--- src/logic/rcadc_pkg.sv ---
package rcadc_pkg;

  // Register map on the 8-bit processor I/O port
  localparam logic [7:0] ADDR_DAC_HI = 8'hC0;
  localparam logic [7:0] ADDR_DAC_LSB0 = 8'hDE;
  localparam logic [7:0] ADDR_DAC_LSB1 = 8'hDF;
  localparam logic [7:0] ADDR_CTRL = 8'hA0;
  localparam logic [7:0] ADDR_STATUS = 8'hA1;
  localparam logic [7:0] ADDR_RES_BASE = 8'hB0;

  // Field positions
  localparam int CTRL_START_BIT = 0;
  localparam int STAT_BUSY_BIT = 0;
  localparam int STAT_DONE_BIT = 1;
  localparam int STAT_PF_BIT = 2;

  // Converter geometry
  localparam int CODE_W = 10;
  localparam int DAC_W = 8;
  localparam int NUM_CH = 7;
  localparam logic [9:0] CODE_ZERO = 10'h000;
  localparam logic [9:0] CODE_MAX = 10'h3FF;
  localparam logic [9:0] CODE_STEP = 10'h001;
  localparam logic [7:0] RDATA_NONE = 8'h00;

  // Settling wait after each threshold step
  localparam int CLK_PERIOD_NS = 10;
  localparam int SETTLE_NS = 1000;
  localparam int SETTLE_CYC = (SETTLE_NS + CLK_PERIOD_NS - 1) / CLK_PERIOD_NS;
  localparam int CNT_W = 16;

  typedef enum logic [1:0] {
    ST_IDLE,
    ST_SETTLE,
    ST_SAMPLE
  } rcadc_state_t;

  // One synchronised snapshot of the comparator port
  typedef struct packed {
    logic pf;
    logic [6:0] ch;
  } rcadc_cmp_t;

endpackage

--- src/logic/rcadc_seq.sv ---
// Chosen here: the strobed register port and the register offsets.
`timescale 1ns/1ps
// Overview of operation
// [RULE1] Code bits 9..2 drive the 8-bit DAC, bits 1..0 the two adder lines.
// [RULE2] Codes 0 to 1023 map monotonically from lowest to highest output.
// [RULE3] Comparator channel 7 monitors power fail; only seven channels convert.
// [RULE4] A comparator reads 0 below threshold and 1 above it.
// [RULE5] The threshold is the DAC output, rising with each code step.
// [RULE6] A conversion steps the code upward, sampling every channel each step.
// [RULE7] One sweep yields a 10-bit result for each of seven channels.
// [RULE8] An 8-bit write to address C0 loads the upper DAC code bits.
// [RULE9] Reset clears the DAC data so the threshold starts at zero.
// [RULE10] Wait a settling time per step; keep highest code still reading 0.
module rcadc_seq #(
  parameter int NCH = rcadc_pkg::NUM_CH,
  parameter int SETTLE_CYC = rcadc_pkg::SETTLE_CYC
) (
  input wire logic i_clk,
  input wire logic i_rst_n,
  input wire logic [7:0] i_addr,
  input wire logic [7:0] i_wdata,
  input wire logic i_wr,
  input wire logic i_rd,
  input wire logic [6:0] i_comparator_inputs,
  input wire logic i_power_fail_comparator,
  output logic [7:0] o_rdata,
  output logic [7:0] o_analog_out,
  output logic o_dac_lsb0,
  output logic o_dac_lsb1,
  output logic o_busy
);

  rcadc_pkg::rcadc_state_t st_q, st_d;
  logic [9:0] code_q, code_d;
  logic [rcadc_pkg::CNT_W-1:0] cnt_q, cnt_d;
  logic done_q, done_d;
  logic busy_q, busy_d;
  logic [7:0] rdata_q, rdata_d;
  logic [9:0] res_q [NCH];
  logic [9:0] res_d [NCH];
  logic [7:0] cmp_raw;
  rcadc_pkg::rcadc_cmp_t cmp;
  logic start;
  logic idle;
  logic sampling;
  logic [7:0] res_idx;

  // Comparators are unclocked analog outputs, so resynchronise them
  rcadc_sync #(
    .W(8)
  ) u_sync (
    .i_clk(i_clk),
    .i_rst_n(i_rst_n),
    .i_async({i_power_fail_comparator, i_comparator_inputs}),
    .o_sync(cmp_raw)
  );

  assign cmp = rcadc_pkg::rcadc_cmp_t'(cmp_raw);
  assign idle = (st_q == rcadc_pkg::ST_IDLE);
  assign sampling = (st_q == rcadc_pkg::ST_SAMPLE);
  assign start = idle && i_wr && (i_addr == rcadc_pkg::ADDR_CTRL) &&
                 i_wdata[rcadc_pkg::CTRL_START_BIT];
  assign res_idx = i_addr - rcadc_pkg::ADDR_RES_BASE;

  // Sequencer and DAC code; software writes are ignored during a sweep
  always_comb begin
    st_d = st_q;
    code_d = code_q;
    cnt_d = cnt_q;
    done_d = done_q;
    case (st_q)
      rcadc_pkg::ST_IDLE: begin
        if (start) begin
          code_d = rcadc_pkg::CODE_ZERO; // RULE6
          cnt_d = '0;
          done_d = 1'b0;
          st_d = rcadc_pkg::ST_SETTLE;
        end else if (i_wr) begin
          if (i_addr == rcadc_pkg::ADDR_DAC_HI) begin
            code_d[9:2] = i_wdata; // RULE8
          end else if (i_addr == rcadc_pkg::ADDR_DAC_LSB0) begin
            code_d[0] = i_wdata[0]; // RULE1
          end else if (i_addr == rcadc_pkg::ADDR_DAC_LSB1) begin
            code_d[1] = i_wdata[0]; // RULE1
          end
        end
      end
      rcadc_pkg::ST_SETTLE: begin
        // Threshold holds still while the DAC and comparators settle
        if (cnt_q == rcadc_pkg::CNT_W'(SETTLE_CYC - 1)) begin
          st_d = rcadc_pkg::ST_SAMPLE; // RULE10
        end else begin
          cnt_d = cnt_q + 16'h0001;
        end
      end
      rcadc_pkg::ST_SAMPLE: begin
        if (code_q == rcadc_pkg::CODE_MAX) begin
          // Park the threshold low again once the sweep is over
          code_d = rcadc_pkg::CODE_ZERO; // RULE7
          done_d = 1'b1;
          st_d = rcadc_pkg::ST_IDLE;
        end else begin
          code_d = code_q + rcadc_pkg::CODE_STEP; // RULE2 RULE5 RULE6
          cnt_d = '0;
          st_d = rcadc_pkg::ST_SETTLE;
        end
      end
      default: begin
        st_d = rcadc_pkg::ST_IDLE;
      end
    endcase
    // Busy is registered so the pin never carries decode glitches
    busy_d = (st_d != rcadc_pkg::ST_IDLE);
  end

  // Reset clears the code, so the threshold starts at its lowest
  always_ff @(posedge i_clk) begin
    if (!i_rst_n) begin
      st_q <= rcadc_pkg::ST_IDLE;
      code_q <= rcadc_pkg::CODE_ZERO; // RULE9
      cnt_q <= '0;
      done_q <= 1'b0;
      busy_q <= 1'b0;
    end else begin
      st_q <= st_d;
      code_q <= code_d;
      cnt_q <= cnt_d;
      done_q <= done_d;
      busy_q <= busy_d;
    end
  end

  // Per-channel result: last code whose comparator still read low
  for (genvar g = 0; g < NCH; g++) begin : g_ch
    always_comb begin
      res_d[g] = res_q[g];
      if (start) begin
        res_d[g] = rcadc_pkg::CODE_ZERO;
      end else if (sampling && !cmp.ch[g]) begin
        res_d[g] = code_q; // RULE4 RULE7 RULE10
      end
    end

    always_ff @(posedge i_clk) begin
      if (!i_rst_n) begin
        res_q[g] <= rcadc_pkg::CODE_ZERO;
      end else begin
        res_q[g] <= res_d[g];
      end
    end
  end

  // Read port; the power-fail channel only shows up as a status bit
  always_comb begin
    rdata_d = rcadc_pkg::RDATA_NONE;
    if (i_rd) begin
      if (i_addr == rcadc_pkg::ADDR_STATUS) begin
        rdata_d[rcadc_pkg::STAT_BUSY_BIT] = !idle;
        rdata_d[rcadc_pkg::STAT_DONE_BIT] = done_q;
        rdata_d[rcadc_pkg::STAT_PF_BIT] = cmp.pf; // RULE3
      end else if (i_addr == rcadc_pkg::ADDR_DAC_HI) begin
        rdata_d = code_q[9:2];
      end else if (i_addr == rcadc_pkg::ADDR_DAC_LSB0) begin
        rdata_d[0] = code_q[0];
      end else if (i_addr == rcadc_pkg::ADDR_DAC_LSB1) begin
        rdata_d[0] = code_q[1];
      end else if (i_addr >= rcadc_pkg::ADDR_RES_BASE &&
                   res_idx < 8'(2 * NCH)) begin
        if (res_idx[0]) begin
          rdata_d = {6'h00, res_q[res_idx[3:1]][9:8]};
        end else begin
          rdata_d = res_q[res_idx[3:1]][7:0];
        end
      end
    end
  end

  always_ff @(posedge i_clk) begin
    if (!i_rst_n) begin
      rdata_q <= rcadc_pkg::RDATA_NONE;
    end else begin
      rdata_q <= rdata_d;
    end
  end

  // Outputs are slices of the code flop plus the read-data and busy flops
  assign o_analog_out = code_q[9:2]; // RULE1
  assign o_dac_lsb1 = code_q[1];
  assign o_dac_lsb0 = code_q[0];
  assign o_rdata = rdata_q;
  assign o_busy = busy_q;
endmodule

--- src/logic/rcadc_sync.sv ---
`timescale 1ns/1ps
// Two-stage synchroniser for the asynchronous comparator outputs
module rcadc_sync #(
  parameter int W = 8
) (
  input wire logic i_clk,
  input wire logic i_rst_n,
  input wire logic [W-1:0] i_async,
  output logic [W-1:0] o_sync
);

  logic [W-1:0] meta_q;
  logic [W-1:0] sync_q;

  // First stage feeds only the second stage
  always_ff @(posedge i_clk) begin
    if (!i_rst_n) begin
      meta_q <= '0;
      sync_q <= '0;
    end else begin
      meta_q <= i_async;
      sync_q <= meta_q;
    end
  end

  assign o_sync = sync_q;

endmodule

--- config.mk ---
export PLATFORM = sky130hd
export DESIGN_NAME = rcadc_seq
export DESIGN_NICKNAME = d
export VERILOG_FILES = /design/src/logic/rcadc_pkg.sv /design/src/logic/rcadc_seq.sv /design/src/logic/rcadc_sync.sv
export SDC_FILE = /design/constraint.sdc
export NUM_CORES = 1
export LEC_CHECK = 0
export BUFFER_PORTS_ARGS = -buffer_cell sky130_fd_sc_hd__buf_2
export CORE_MARGIN = 3
export CORE_UTILIZATION = 38
export CTS_CLUSTER_DIAMETER = 80
export DETAILED_ROUTE_END_ITERATION = 6
export SETUP_SLACK_MARGIN = 0.1
export SLEW_MARGIN = 20
export SYNTH_ARGS = -nofsm -noshare
export SYNTH_HDL_FRONTEND = slang
export SYNTH_HIERARCHICAL = 1
export SYNTH_SLANG_ARGS = --single-unit
--- constraint.sdc ---
create_clock -name i_clk -period 2.7 [get_ports i_clk]
set_input_delay 0.27 -clock i_clk [delete_from_list [all_inputs] [get_ports i_clk]]
set_output_delay 0.27 -clock i_clk [all_outputs]
set_load 0.05 [all_outputs]
==> results.tsv <==
metric	value	unit
yosys warns	6	
status	completed	
Tcrit/Tclk final	0.872	
layout cell share with drive strength beyond 1	0.240	
Clock Tree Root	clkbuf_16	
setup violators final	0	
Leak	0.00244	uW
cells after synthesis	523	
Switch Pwr	923	uW
CP Cell Sequence	ha_1, nand4_1, o31a_1, a211oi_2, buf_12, mux2i_1, nor2_1	
wire per inst	18.3	um
antenna violations before repair	0	
number of enable flip-flop cells after synthesis	70	
layout net count	617	
CTS buffer count	17	
VDD IR-drop max	423	uV
crit path capture type	flip-flop	
gr ovfl total	0	
DR iter-0 viols	519	
core box area	0.0142	sq mm
Fin. Hold Viols	0	
chip width	128	um
Mean Syn Cell Area	10.8	sq um
critical path launch point type	flip-flop	
mapped cell area	0.00564	sq mm
Worst path max stage delay	480	ps
pins over their slew limit	0	
cell-internal power	3610	uW
Slew @ Worst Pin	741	ps
Pwr Total	4530	uW
max cap viols	0	
vias in the first global route	4135	
Final Skew	7.04	ps
Clock Tree Buf Depth	2	
HPWL after DPL	10000	um
Hold Path Class	in2reg	
total power per unit cell area	667	mW/mm^2
Post-CTS Hold Fix Bufs	0	
largest net degree at the start of global routing	32	
fraction of registers with async set/reset	0	
relative slew slack	0.503	
Distinct cells, synth	59	
First-pass DRT Iterations	5	
io pins	47	
Final TNS setup	0	ps
crit path kind	reg2reg	
CTS Sinks	124	
worst skew pair latency	420	ps
Crit-path slowest cell	o31a_1	
Vias per Instance	5.50	
die area	0.0163	sq mm
Critical Path AT	2650	ps
Port Buffers	46	
FF+latch count, synth	124	
sequential share of power	0.454	
Logic pwr share	0.044	
CTS tree	built	
fmax	0.425	GHz
sequential fraction of the synthesis area	0.564	
min Tclk post-route	2350	ps
# H-tree levels	4	
GPL Wtd Cong	0.893	
Die Y	128	um
unrepaired setup endpoints after global routing	no	
DRT antenna net count	0	
Starting Density	0.397	
post-CTS sizing	0	
worst-path maximum fanout	23	
n_diodes	0	
main flop type after synthesis	edfxtp_1	
synthesized net count	553	
Synth-to-Final Area Change	20.5	%
Total Wirelength	14300	um
first-pass GRT wire length	22800	um
via count	4291	
Sw Ratio	0.204	
cell row count	43	
GRT Total Usage	0.183	
clk slew on worst S/H paths	60	ps
share of total power in the clock network	0.502	
Post-CTS Setup Bufs	0	
Worst Path Required	3000	ps
DR DRC count	0	
==> cell families after synthesis <==
kind of cell	share of synthesized area
compound gates	0.109
xor+xnor	0.0109
fa+ha+maj	0.00443
buf+inv	0.0270
flops	0.564
mux	0.0874
simple gates	0.197
==> per-layer routing <==
metal  global-route usage  part of all wire
met5                    0                 0
met4               0.0662             0.015
met3               0.0425             0.074
met2                0.283              0.47
met1                0.252              0.44
==> sequential cells by signal, indices dropped and copies added, names as in the netlist, 2 cells and up <==
signal,cells
cnt_q,16
res_q,70
u_sync/o_sync,8
u_sync/meta_q,8
st_q,2
code_q,10
o_rdata,8
==> synth_stat cells, drive strengths merged, types with 2 or more instances <==
cell / count / share of area
nand2b: 3 / 0.0033
xnor2: 4 / 0.0062
mux2: 10 / 0.020
o31a: 2 / 0.0031
o21ai: 33 / 0.029
or4: 6 / 0.0086
mux2i: 11 / 0.020
inv: 11 / 0.0073
xor2: 3 / 0.0047
dfxtp: 54 / 0.19
o2111ai: 3 / 0.0047
ha: 2 / 0.0044
and3: 3 / 0.0033
nand4: 9 / 0.010
nor3: 6 / 0.0053
nor4bb: 2 / 0.0035
nand2: 38 / 0.025
o32ai: 2 / 0.0031
buf: 6 / 0.0064
o31ai: 5 / 0.0067
o22ai: 2 / 0.0022
edfxtp: 70 / 0.37
clkbuf: 20 / 0.013
a22oi: 7 / 0.0093
nor4: 5 / 0.0082
and3b: 2 / 0.0031
a31oi: 7 / 0.0078
a21oi: 16 / 0.014
and2: 18 / 0.023
o41ai: 2 / 0.0031
o311a: 2 / 0.0035
nor2b: 5 / 0.0055
nand3b: 3 / 0.0040
nand3: 14 / 0.012
mux4: 12 / 0.048
nor2: 98 / 0.065
a32o: 2 / 0.0035
or3: 6 / 0.0067
or2: 2 / 0.0022
a211oi: 4 / 0.0062
==> through the flow <==
| stage | std cells | hold WS (ps) | setup slack, ps | cell area, sq um | util |
|---|---|---|---|---|---|
| 6_report | 780 | 62.8 | 346 | 6800 | 0.479 |
| 5_1_grt | 780 | 56.5 | 155 | 6800 | 0.479 |
| 4_1_cts | 780 | 48.1 | 379 | 6790 | 0.478 |
| 3_5_place_dp | 748 | 431 | 301 | 6190 | 0.436 |
| 3_3_place_gp | 748 | 432 | 352 | 6190 | 0.436 |
| 2_1_floorplan | 523 | 397 | 103 | 5640 | - |
==> placed cells by master (no fill, tap or decap), types with 4 or more instances in the layout <==
| cell type | Yosys | routed |
|---|---|---|
| dfxtp_1 | 54 | 53 |
| nor2_1 | 98 | 98 |
| nor3_1 | 6 | 6 |
| nor4_1 | 4 | 4 |
| xnor2_1 | 4 | 4 |
| nand4_1 | 9 | 9 |
| mux2i_1 | 11 | 11 |
| edfxtp_1 | 70 | 70 |
| clkinv_2 | 0 | 4 |
| clkbuf_16 | 0 | 18 |
| or4_1 | 5 | 5 |
| a31oi_1 | 7 | 7 |
| a22oi_1 | 7 | 7 |
| a21oi_1 | 16 | 16 |
| buf_4 | 0 | 24 |
| or3_1 | 6 | 6 |
| mux4_2 | 12 | 12 |
| o21ai_1 | 8 | 8 |
| inv_1 | 11 | 11 |
| buf_2 | 5 | 46 |
| nand2_1 | 38 | 38 |
| o31ai_1 | 5 | 5 |
| and2_1 | 6 | 6 |
| mux2_2 | 10 | 10 |
| nor2b_1 | 5 | 5 |
| o21ai_0 | 25 | 25 |
| and2_2 | 12 | 12 |
| nand3_1 | 14 | 14 |
==> path summary, 6_finish.rpt <==
check	startpoint	endpoint	slack, ps	depth (start not counted)
max	code_q[1]	cnt_q[1]	350	7
min	i_comparator_inputs[2]	u_sync/meta_q[2]	60	2
max reg2reg	code_q[1]	cnt_q[1]	350	7
min reg2reg	u_sync/meta_q[1]	u_sync/o_sync[1]	440	1
==> final cells by class <==
| type | count | area, sq um |
|---|---|---|
| fill | 1305 | 7410 |
| multi-input combinational | 362 | 2310 |
| sequential | 124 | 3180 |
| clock buffer | 22 | 495 |
| tap | 180 | 225 |
| inverter | 11 | 41.3 |
| clock inverter | 10 | 110 |
| timing repair buffer | 71 | 430 |
==> power groups by stage <==
| stage | Combinational [uW] | Sequential [uW] | Clock, uW |
|---|---|---|---|
| floorplan | 122 | 2090 | 0 |
| global placement | 195 | 2090 | 0 |
| detailed placement | 200 | 2100 | 0 |
| CTS | 201 | 2060 | 2300 |
| global route | 218 | 2060 | 2390 |
| finish | 199 | 2060 | 2280 |
==> worst max-delay path, delay by kind of cell (launching register included) <==
family,cells,cell delay (ps)
flip-flops,1,470
buffers and inverters,1,190
AO/OA/AOI/OAI,2,800
multiplexers,1,190
adder cells (fa/ha/maj),1,270
AND/OR/NAND/NOR,2,320
Note: power is estimated with default switching activity, not from simulation.
